===== src/include/gio_pkg.sv =====
// Constants and types shared by the fault and external pin GPIO block
package gio_pkg;

  // ---------------------------------------------------------------
  // Widths and source layout
  // ---------------------------------------------------------------
  localparam int ADDR_W  = 32;
  localparam int DATA_W  = 32;
  localparam int BE_W    = 4;
  localparam int NPROT   = 4;
  localparam int NMODE   = 4;
  localparam int NPIN    = 8;
  localparam int NSRC    = 9;

  // Source index in the combined event vectors
  localparam int SRC_PROT_LSB  = 0;
  localparam int SRC_SENSE_LSB = 4;
  localparam int SRC_GEN_LSB   = 6;
  localparam int SRC_EXT       = 8;
  localparam int EXT_BIT       = 0;

  // ---------------------------------------------------------------
  // Register byte addresses
  // ---------------------------------------------------------------
  localparam logic [ADDR_W-1:0] PROT_DIR_ADDR     = 32'hfff7fa00;
  localparam logic [ADDR_W-1:0] PROT_LEVEL_ADDR   = 32'hfff7fa04;
  localparam logic [ADDR_W-1:0] PROT_OUT_ADDR     = 32'hfff7fa08;
  localparam logic [ADDR_W-1:0] PIN_IRQ_EN_ADDR   = 32'hfff7fa14;
  localparam logic [ADDR_W-1:0] PIN_IRQ_POL_ADDR  = 32'hfff7fa18;
  localparam logic [ADDR_W-1:0] PIN_IRQ_PEND_ADDR = 32'hfff7fa1c;
  localparam logic [ADDR_W-1:0] EXT_DIR_ADDR      = 32'hfff7fa20;
  localparam logic [ADDR_W-1:0] EXT_LEVEL_ADDR    = 32'hfff7fa24;
  localparam logic [ADDR_W-1:0] EXT_OUT_ADDR      = 32'hfff7fa28;
  localparam logic [ADDR_W-1:0] EXT_IRQ_EN_ADDR   = 32'hfff7fa34;
  localparam logic [ADDR_W-1:0] EXT_IRQ_POL_ADDR  = 32'hfff7fa38;
  localparam logic [ADDR_W-1:0] EXT_IRQ_PEND_ADDR = 32'hfff7fa3c;
  localparam logic [ADDR_W-1:0] IRQ_MASK_ADDR     = 32'hfff7fa40;
  localparam logic [ADDR_W-1:0] PIN_MODE_ADDR     = 32'hfff7fa44;

  // ---------------------------------------------------------------
  // Reset values
  // ---------------------------------------------------------------
  localparam logic [NPROT-1:0] PROT_DIR_RST = 4'h0;
  localparam logic [NPROT-1:0] PROT_OUT_RST = 4'h0;
  localparam logic [NSRC-1:0]  IRQ_EN_RST   = 9'h000;
  localparam logic [NSRC-1:0]  IRQ_POL_RST  = 9'h000;
  localparam logic [NSRC-1:0]  IRQ_PEND_RST = 9'h000;
  localparam logic [NSRC-1:0]  IRQ_MASK_RST = 9'h1ff;
  localparam logic [NMODE-1:0] PIN_MODE_RST = 4'h0;
  localparam logic             EXT_DIR_RST  = 1'h0;
  localparam logic             EXT_OUT_RST  = 1'h0;

  // ---------------------------------------------------------------
  // Bus request carrier
  // ---------------------------------------------------------------
  typedef struct packed {
    logic              rd;
    logic              wr;
    logic [ADDR_W-1:0] addr;
    logic [DATA_W-1:0] wdata;
    logic [BE_W-1:0]   be;
  } bus_req_t;

endpackage


===== src/verilog/fault_ext_gpio.sv =====
// Fault, sense, general and external pin GPIO with edge interrupts

// Summary of operation
// - Four drive bits set protection pin levels while the pin is an output.
// - Protection pin direction bit: 0 input (reset), 1 output.
// - Synchronised protection pin levels readable as read-only bits.
// - Protection pin interrupts need enable bits 3..0, cleared at reset.
// - Enable bits 4,5 gate sense pins A,B, only in general mode.
// - Enable bits 6,7 gate pins C,D, only in general mode.
// - Per-source polarity: 0 falling edge (reset), 1 rising edge.
// - Protection pending bits 3..0 set when the pin caused an event.
// - Pending bits 4..7 flag events from the remaining four sources.
// - Writing 1 clears a pending bit; writing 0 leaves it.
// - External pin direction bit: 0 input (reset), 1 output.
// - External pin level readable in read-only bit 0.
// - External pin driven to its output bit while an output.
// - External pin interrupt only while its enable is 1.
// - External polarity: 0 falling edge (reset), 1 rising edge.
// - External pending bit set by its event, cleared by writing 1.
module fault_ext_gpio
  import gio_pkg::*;
(
  // Clock and reset
  input  wire logic              clock_in,
  input  wire logic              sys_rst_in,
  // Avalon-MM slave
  input  wire logic [ADDR_W-1:0] avs_address_in,
  input  wire logic              avs_read_in,
  input  wire logic              avs_write_in,
  input  wire logic [DATA_W-1:0] avs_writedata_in,
  input  wire logic [BE_W-1:0]   avs_byteenable_in,
  output logic      [DATA_W-1:0] avs_readdata_out,
  output logic                   avs_waitrequest_out,
  // Protection pins
  input  wire logic [NPROT-1:0]  prot_pin_in,
  output logic      [NPROT-1:0]  prot_pin_drive_out,
  output logic      [NPROT-1:0]  prot_pin_oe_out,
  // Sense and general pins, inputs only in this block
  input  wire logic [1:0]        sense_pin_in,
  input  wire logic [1:0]        general_pin_in,
  // External event pin
  input  wire logic              event_pin_in,
  output logic                   event_pin_drive_out,
  output logic                   event_pin_oe_out,
  // Interrupt
  output logic                   irq_out
);

  // ---------------------------------------------------------------
  // Storage
  // ---------------------------------------------------------------
  bus_req_t          req;
  logic              wait_reg;
  logic [DATA_W-1:0] rdata_reg;
  logic [DATA_W-1:0] rd_mux;
  logic              wr_acc;

  logic [NPROT-1:0]  prot_dir_reg;
  logic [NPROT-1:0]  prot_out_reg;
  logic              ext_dir_reg;
  logic              ext_out_reg;
  logic [NSRC-1:0]   irq_en_reg;
  logic [NSRC-1:0]   irq_pol_reg;
  logic [NSRC-1:0]   irq_pend_reg;
  logic [NSRC-1:0]   irq_pend_next;
  logic [NSRC-1:0]   irq_mask_reg;
  logic [NMODE-1:0]  pin_mode_reg;
  logic              irq_reg;

  logic [NSRC-1:0]   pins_raw;
  logic [NSRC-1:0]   sync1_reg;
  logic [NSRC-1:0]   sync2_reg;
  logic [NSRC-1:0]   prev_reg;
  logic [NSRC-1:0]   rise;
  logic [NSRC-1:0]   fall;
  logic [NSRC-1:0]   mode_ok;
  logic [NSRC-1:0]   set_vec;
  logic [NSRC-1:0]   clr_vec;

  assign req = '{rd:    avs_read_in,
                 wr:    avs_write_in,
                 addr:  avs_address_in,
                 wdata: avs_writedata_in,
                 be:    avs_byteenable_in};

  // All fields but mask bit 8 sit in byte lane 0; lane 0 alone gates every write
  assign wr_acc = req.wr && !wait_reg && req.be[0];

  // ---------------------------------------------------------------
  // Bus handshake
  // ---------------------------------------------------------------
  // One wait cycle per access: read data is registered before the
  // master samples waitrequest low, so it is stable at that edge.
  always_ff @(posedge clock_in) begin
    if (sys_rst_in) begin
      wait_reg  <= 1'b1;
      rdata_reg <= '0;
    end else if ((req.rd || req.wr) && wait_reg) begin
      wait_reg <= 1'b0;
      if (req.rd) begin
        rdata_reg <= rd_mux;
      end
    end else begin
      wait_reg <= 1'b1;
    end
  end

  always_comb begin
    rd_mux = '0;
    case (req.addr)
      PROT_DIR_ADDR:     rd_mux[NPROT-1:0] = prot_dir_reg;
      PROT_LEVEL_ADDR:   rd_mux[NPROT-1:0] = sync2_reg[NPROT-1:0];
      PROT_OUT_ADDR:     rd_mux[NPROT-1:0] = prot_out_reg;
      PIN_IRQ_EN_ADDR:   rd_mux[NPIN-1:0]  = irq_en_reg[NPIN-1:0];
      PIN_IRQ_POL_ADDR:  rd_mux[NPIN-1:0]  = irq_pol_reg[NPIN-1:0];
      PIN_IRQ_PEND_ADDR: rd_mux[NPIN-1:0]  = irq_pend_reg[NPIN-1:0];
      EXT_DIR_ADDR:      rd_mux[EXT_BIT]   = ext_dir_reg;
      EXT_LEVEL_ADDR:    rd_mux[EXT_BIT]   = sync2_reg[SRC_EXT];
      EXT_OUT_ADDR:      rd_mux[EXT_BIT]   = ext_out_reg;
      EXT_IRQ_EN_ADDR:   rd_mux[EXT_BIT]   = irq_en_reg[SRC_EXT];
      EXT_IRQ_POL_ADDR:  rd_mux[EXT_BIT]   = irq_pol_reg[SRC_EXT];
      EXT_IRQ_PEND_ADDR: rd_mux[EXT_BIT]   = irq_pend_reg[SRC_EXT];
      IRQ_MASK_ADDR:     rd_mux[NSRC-1:0]  = irq_mask_reg;
      PIN_MODE_ADDR:     rd_mux[NMODE-1:0] = pin_mode_reg;
      default:           rd_mux = '0;
    endcase
  end

  // ---------------------------------------------------------------
  // Pin control registers
  // ---------------------------------------------------------------
  always_ff @(posedge clock_in) begin
    if (sys_rst_in) begin
      prot_dir_reg <= PROT_DIR_RST;
      prot_out_reg <= PROT_OUT_RST;
      ext_dir_reg  <= EXT_DIR_RST;
      ext_out_reg  <= EXT_OUT_RST;
    end else if (wr_acc) begin
      if (req.addr == PROT_DIR_ADDR) begin
        prot_dir_reg <= req.wdata[NPROT-1:0];
      end
      if (req.addr == PROT_OUT_ADDR) begin
        prot_out_reg <= req.wdata[NPROT-1:0];
      end
      if (req.addr == EXT_DIR_ADDR) begin
        ext_dir_reg <= req.wdata[EXT_BIT];
      end
      if (req.addr == EXT_OUT_ADDR) begin
        ext_out_reg <= req.wdata[EXT_BIT];
      end
    end
  end

  // Pad drivers; the value is only seen on the pin while enabled
  assign prot_pin_drive_out  = prot_out_reg;
  assign prot_pin_oe_out     = prot_dir_reg;
  assign event_pin_drive_out = ext_out_reg;
  assign event_pin_oe_out    = ext_dir_reg;

  // ---------------------------------------------------------------
  // Interrupt configuration
  // ---------------------------------------------------------------
  always_ff @(posedge clock_in) begin
    if (sys_rst_in) begin
      irq_en_reg   <= IRQ_EN_RST;
      irq_pol_reg  <= IRQ_POL_RST;
      irq_mask_reg <= IRQ_MASK_RST;
      pin_mode_reg <= PIN_MODE_RST;
    end else if (wr_acc) begin
      if (req.addr == PIN_IRQ_EN_ADDR) begin
        irq_en_reg[NPIN-1:0] <= req.wdata[NPIN-1:0];
      end
      if (req.addr == EXT_IRQ_EN_ADDR) begin
        irq_en_reg[SRC_EXT] <= req.wdata[EXT_BIT];
      end
      if (req.addr == PIN_IRQ_POL_ADDR) begin
        irq_pol_reg[NPIN-1:0] <= req.wdata[NPIN-1:0];
      end
      if (req.addr == EXT_IRQ_POL_ADDR) begin
        irq_pol_reg[SRC_EXT] <= req.wdata[EXT_BIT];
      end
      if (req.addr == IRQ_MASK_ADDR) begin
        irq_mask_reg <= req.wdata[NSRC-1:0];
      end
      if (req.addr == PIN_MODE_ADDR) begin
        pin_mode_reg <= req.wdata[NMODE-1:0];
      end
    end
  end

  // ---------------------------------------------------------------
  // Synchronisers and edge detect
  // ---------------------------------------------------------------
  // Output pins are also sampled, so a driven pin can raise its own
  // event; software decides through the enable bits.
  assign pins_raw = {event_pin_in, general_pin_in, sense_pin_in,
                     prot_pin_in};

  always_ff @(posedge clock_in) begin
    if (sys_rst_in) begin
      sync1_reg <= '0;
      sync2_reg <= '0;
      prev_reg  <= '0;
    end else begin
      sync1_reg <= pins_raw;
      sync2_reg <= sync1_reg;
      prev_reg  <= sync2_reg;
    end
  end

  assign rise    = sync2_reg & ~prev_reg;
  assign fall    = ~sync2_reg & prev_reg;
  // Sense and general pins may only interrupt in general-purpose mode
  assign mode_ok = {1'b1, pin_mode_reg, {NPROT{1'b1}}};
  assign set_vec = irq_en_reg & mode_ok &
                   ((irq_pol_reg & rise) | (~irq_pol_reg & fall));

  // ---------------------------------------------------------------
  // Pending flags and interrupt line
  // ---------------------------------------------------------------
  always_comb begin
    clr_vec = '0;
    if (wr_acc && req.addr == PIN_IRQ_PEND_ADDR) begin
      clr_vec[NPIN-1:0] = req.wdata[NPIN-1:0];
    end
    if (wr_acc && req.addr == EXT_IRQ_PEND_ADDR) begin
      clr_vec[SRC_EXT] = req.wdata[EXT_BIT];
    end
  end

  // Set is ORed last so an event in the clearing cycle survives
  assign irq_pend_next = (irq_pend_reg & ~clr_vec) | set_vec;

  always_ff @(posedge clock_in) begin
    if (sys_rst_in) begin
      irq_pend_reg <= IRQ_PEND_RST;
    end else begin
      irq_pend_reg <= irq_pend_next;
    end
  end

  always_ff @(posedge clock_in) begin
    if (sys_rst_in) begin
      irq_reg <= 1'b0;
    end else begin
      irq_reg <= |(irq_pend_reg & irq_mask_reg);
    end
  end

  assign irq_out             = irq_reg;
  assign avs_readdata_out    = rdata_reg;
  assign avs_waitrequest_out = wait_reg;

  // ---------------------------------------------------------------
  // Assertions
  // ---------------------------------------------------------------
  property p_prot_drive;
    @(posedge clock_in) disable iff (sys_rst_in)
    (wr_acc && req.addr == PROT_OUT_ADDR)
      |=> prot_pin_drive_out == $past(req.wdata[NPROT-1:0]);
  endproperty
  a_prot_drive: assert property (p_prot_drive)
    else $error("protection drive value not updated");

  property p_prot_dir;
    @(posedge clock_in) disable iff (sys_rst_in)
    (wr_acc && req.addr == PROT_DIR_ADDR)
      |=> prot_pin_oe_out == $past(req.wdata[NPROT-1:0]);
  endproperty
  a_prot_dir: assert property (p_prot_dir)
    else $error("protection direction not updated");

  property p_prot_level;
    @(posedge clock_in) disable iff (sys_rst_in)
    !$past(sys_rst_in, 2)
      |-> sync2_reg[NPROT-1:0] == $past(prot_pin_in, 2);
  endproperty
  a_prot_level: assert property (p_prot_level)
    else $error("protection level not two cycles behind pin");

  property p_enable_gate;
    @(posedge clock_in) disable iff (sys_rst_in)
    ((irq_pend_reg & ~$past(irq_pend_reg) & ~$past(irq_en_reg)) == '0);
  endproperty
  a_enable_gate: assert property (p_enable_gate)
    else $error("pending bit set on disabled source");

  property p_mode_gate;
    @(posedge clock_in) disable iff (sys_rst_in)
    (!pin_mode_reg[0] && !irq_pend_reg[SRC_SENSE_LSB])
      |=> !irq_pend_reg[SRC_SENSE_LSB];
  endproperty
  a_mode_gate: assert property (p_mode_gate)
    else $error("sense pin flag set outside general mode");

  property p_gen_mode_gate;
    @(posedge clock_in) disable iff (sys_rst_in)
    (!pin_mode_reg[2] && !irq_pend_reg[SRC_GEN_LSB])
      |=> !irq_pend_reg[SRC_GEN_LSB];
  endproperty
  a_gen_mode_gate: assert property (p_gen_mode_gate)
    else $error("general pin flag set outside general mode");

  property p_fall_sets;
    @(posedge clock_in) disable iff (sys_rst_in)
    (fall[0] && irq_en_reg[0] && !irq_pol_reg[0]) |=> irq_pend_reg[0];
  endproperty
  a_fall_sets: assert property (p_fall_sets)
    else $error("falling edge did not set pending");

  property p_ext_rise;
    @(posedge clock_in) disable iff (sys_rst_in)
    (rise[SRC_EXT] && irq_en_reg[SRC_EXT] && irq_pol_reg[SRC_EXT])
      |=> irq_pend_reg[SRC_EXT];
  endproperty
  a_ext_rise: assert property (p_ext_rise)
    else $error("external rising edge did not set pending");

  property p_w1c;
    @(posedge clock_in) disable iff (sys_rst_in)
    (wr_acc && req.addr == PIN_IRQ_PEND_ADDR && req.wdata[1] && !set_vec[1])
      |=> !irq_pend_reg[1];
  endproperty
  a_w1c: assert property (p_w1c)
    else $error("write of one did not clear pending");

  property p_w0_keeps;
    @(posedge clock_in) disable iff (sys_rst_in)
    (wr_acc && req.addr == PIN_IRQ_PEND_ADDR && !req.wdata[2]
     && irq_pend_reg[2]) |=> irq_pend_reg[2];
  endproperty
  a_w0_keeps: assert property (p_w0_keeps)
    else $error("write of zero cleared pending");

  property p_set_wins;
    @(posedge clock_in) disable iff (sys_rst_in)
    (set_vec[SRC_EXT] && clr_vec[SRC_EXT]) |=> irq_pend_reg[SRC_EXT];
  endproperty
  a_set_wins: assert property (p_set_wins)
    else $error("clear won over simultaneous event");

  property p_irq_level;
    @(posedge clock_in) disable iff (sys_rst_in)
    (|(irq_pend_reg & irq_mask_reg)) |=> irq_out;
  endproperty
  a_irq_level: assert property (p_irq_level)
    else $error("interrupt not raised for pending flag");

  property p_bus_answer;
    @(posedge clock_in) disable iff (sys_rst_in)
    (req.rd || req.wr) |-> ##[0:1] !avs_waitrequest_out;
  endproperty
  a_bus_answer: assert property (p_bus_answer)
    else $error("bus access not answered in one cycle");

endmodule


===== config.mk =====
export PLATFORM = sky130hd
export DESIGN_NAME = fault_ext_gpio
export DESIGN_NICKNAME = d
export VERILOG_FILES = /design/src/include/gio_pkg.sv /design/src/verilog/fault_ext_gpio.sv
export SDC_FILE = /design/constraint.sdc
export NUM_CORES = 1
export LEC_CHECK = 0
export ABC_AREA = 1
export BUFFER_PORTS_ARGS = -buffer_cell sky130_fd_sc_hd__buf_4
export CAP_MARGIN = 25
export CORE_MARGIN = 8
export CORE_UTILIZATION = 40
export DETAILED_ROUTE_END_ITERATION = 8
export PLACE_DENSITY = 0.66
export SETUP_SLACK_MARGIN = 0.02
export SLEW_MARGIN = 20
export SYNTH_ARGS = -nofsm -noshare
export SYNTH_HDL_FRONTEND = slang
export SYNTH_SLANG_ARGS = --single-unit

===== constraint.sdc =====
create_clock -name clock_in -period 1.93 [get_ports clock_in]
set_clock_uncertainty 0.15 [all_clocks]
set_input_delay 0.579 -clock clock_in [delete_from_list [all_inputs] [get_ports clock_in]]
set_output_delay 0.579 -clock clock_in [all_outputs]
set_load 0.05 [all_outputs]

==> metrics.md <==
| Metric | Value |
|---|---|
| Outcome | `finished, final reports clean` |
| Worst Setup Start Kind | `primary input` |
| Clock tree root driver cell | `clkbuf_8` |
| Starting DRT DRC Count | `279` |
| WHS Endpoint | `sync2_reg[6]$_SDFF_PP0_` |
| Final net count | `836` |
| Global-route met1 utilization | `0.206` |
| ANT cells | `0` |
| Synth Warn # | `0` |
| Met3 GRT Util | `0.0382` |
| Number of global-route vias before repair | `4005` |
| Yosys reg bits | `88` |
| DR vias | `4254` |
| Final period utilization | `0.993` |
| Worst setup EP type | `register` |
| Setup WS post-layout | `0.0125 ns` |
| Initial antenna violation count | `0` |
| Reg2reg start | `avs_waitrequest_out$_SDFF_PP1_` |
| Power per cell area | `612 nW/um2` |
| H-tree levels | `3` |
| Clock transition at the registers of the reported paths | `0.09 ns` |
| RSZ-0062 raised after global routing | `true` |
| Die height | `121 um` |
| Worst Hold Depth | `2` |
| Avg Inst Size Synth | `6.85 um2` |
| Vias per cell | `4.73` |
| Total Routing Usage GR | `0.160` |
| Final min period | `1.92 ns` |
| Cell row count | `38` |
| Crit path DAT | `2.02 ns` |
| Drt first pass iters | `4` |
| DRC violations left | `0` |
| Sequential share of the synthesized area | `0.396` |
| Final Hold Viols | `0` |
| Worst Hold Class | `reg2reg` |
| Routed WL per cell | `13.3 um` |
| Antenna viol nets, final | `0` |
| Core box area | `10800 um2` |
| CTS max path bufs | `2` |
| Hold Crit Start | `sync1_reg[6]$_SDFF_PP0_` |
| CTS Buf Count | `9` |
| I/O pin cnt | `125` |
| Crit path buf inv count | `4` |
| Final wirelength | `11.9 mm` |
| Synth cell types | `34` |
| Initial Util | `0.411` |
| Clock sinks | `88` |
| Reg2reg end | `pin_mode_reg[0]$_SDFFE_PP0P_` |
| Peak supply drop | `0.000379 V` |
| Setup violations, final | `0` |
| First-pass GRT wire length | `19.2 mm` |
| Crit path cell chain | `buf_4, inv_1, nand2_1, nor2_2, nand4_4, buf_6, nor3_4, buf_4, nand2_4, o21ai_0, a21oi_1` |
| Worst Hold Slack | `0.255 ns` |
| CTS tree | `built` |
| Worst R2R Setup Slack | `0.31 ns` |
| Remaining global-route overflow | `0` |
| Die Wd | `121 um` |
| Share of cells above drive strength 1 | `0.253` |
| GP Congestion | `0.887` |
| Most used cell, CP | `buf_4` |
| Slowest stage delay, CP | `0.18 ns` |
| Pre-CTS setup slack | `-0.394 ns` |
| Worst reg2reg path depth | `7` |
| Clk_lat worst skew | `0.36 ns` |
| Post-layout util | `0.528` |
| Mapped Area | `4450 um2` |
| Met2 Resource Use GR | `0.250` |
| WP data required | `2.03 ns` |
| Port Buffer Count | `75` |
| Max_cap viols | `0` |
| Area grow syn2layout | `28.6%` |
| Post-synth top flop | `dfxtp_1` |
| Slew Limit Fails | `0` |
| Largest net degree at the start of global routing | `57` |
| Worst-path maximum fanout | `7` |
| Pleak | `2.58 nW` |
| FFs w/ async S/R, synth | `0` |
| Largest delay share family, worst path | `simple AND/OR/NAND/NOR gates` |
| Max stage delay cell, worst path | `nor2_2` |
| Post-DP HPWL | `8.87 mm` |
| Max Freq | `0.522 GHz` |
| Gr busiest metal | `met2` |
| WS Path Type | `in2reg` |
| Synth Instances | `650` |
| Post-synth EDFFs | `0` |
| DIE AREA | `14800 um2` |
-- cell usage after synthesis, types with 4 or more instances --
cell type / number / area, um2
a211oi_2: 7 / 87.6
inv_1: 84 / 315
nand2_1: 149 / 559
clkbuf_1: 7 / 26.3
nor2_1: 94 / 353
nand3_1: 45 / 225
a211oi_1: 10 / 75.1
o211ai_1: 7 / 52.6
buf_6: 5 / 56.3
o21ai_1: 13 / 65.1
o21ai_0: 37 / 185
buf_4: 26 / 195
inv_2: 4 / 15.0
nand2_2: 6 / 37.5
a21oi_1: 36 / 180
dfxtp_1: 88 / 1760
-- cells in the final DEF (no fill, tap or decap), drive strengths merged, types with 17 or more instances in the layout --
master	Yosys	final
a211oi	17	17
a21oi	38	38
buf	37	116
conb	1	23
dfxtp	88	88
inv	88	91
nand2	156	156
nand3	48	48
nor2	100	100
o21ai	50	50
-- worst max path at each step --
stage	from	endpoint	cells past startpoint
2_1_floorplan	avs_address_in[7]	irq_pend_reg[1]$_SDFF_PP0_	8
3_3_place_gp	avs_address_in[7]	irq_pend_reg[3]$_SDFF_PP0_	9
3_5_place_dp	avs_address_in[1]	irq_mask_reg[5]$_SDFFE_PP1P_	12
4_1_cts	avs_address_in[1]	avs_readdata_out[3]$_SDFFE_PP0P_	13
5_1_grt	avs_address_in[19]	irq_pend_reg[3]$_SDFF_PP0_	11
6_report	avs_address_in[19]	irq_pend_reg[3]$_SDFF_PP0_	11
-- metal layers --
metal	vias up	routed length, um
li1	2226	-
met1	1883	5550
met2	130	5260
met3	15	955
met4	0	176
met5	-	0
-- layout make-up --
cell class / count / area, um2
inverter: 90 / 345
tap: 140 / 175
fill: 1088 / 5110
clock buffer: 10 / 128
clock inverter: 6 / 66.3
multi-input combinational: 450 / 2250
sequential: 88 / 1760
timing repair buffer: 116 / 995
-- cells by family after synthesis --
| kind of cell | Yosys count | synth area share |
|---|---|---|
| buffers and inverters | 134 | 0.144 |
| flip-flops | 88 | 0.396 |
| AO/OA/AOI/OAI | 115 | 0.153 |
| other | 1 | 0.000842 |
| AND/OR/NAND/NOR | 312 | 0.306 |
-- where the power goes --
part / switching [mW] / total [mW] / internal, mW
clock: 0.682 / 1.29 / 0.606
combinational: 0.248 / 0.369 / 0.121
sequential: 0.00888 / 1.85 / 1.84
total: 0.939 / 3.50 / 2.56
-- tightest hold or removal path, delay by kind of cell, from the launching register on --
kind          cells  cell delay [ns]
flops             1             0.30
simple gates      1             0.03
buf+inv           1             0.04
-- metrics by stage --
step                      area (um2)  TNS, ns  power, mW  cells
after floorplan                 4530        0       2.13    672
after global placement          5330   -13.73       2.24    876
after detailed placement        5330   -15.53       2.24    876
after CTS                       5530        0       3.54    892
after global routing            5730   -0.269       3.63    900
final                           5730        0       3.50    900
-- what timing repair did --
item | 4_1_cts | 5_1_grt
resized for setup | 1 | 50
pin swaps | 0 | 18
endpoints found under the setup margin | 3 | 39
buffers inserted | 0 | 8
hold buffers | 0 | 0
Note: power is estimated with default switching activity, not from simulation.
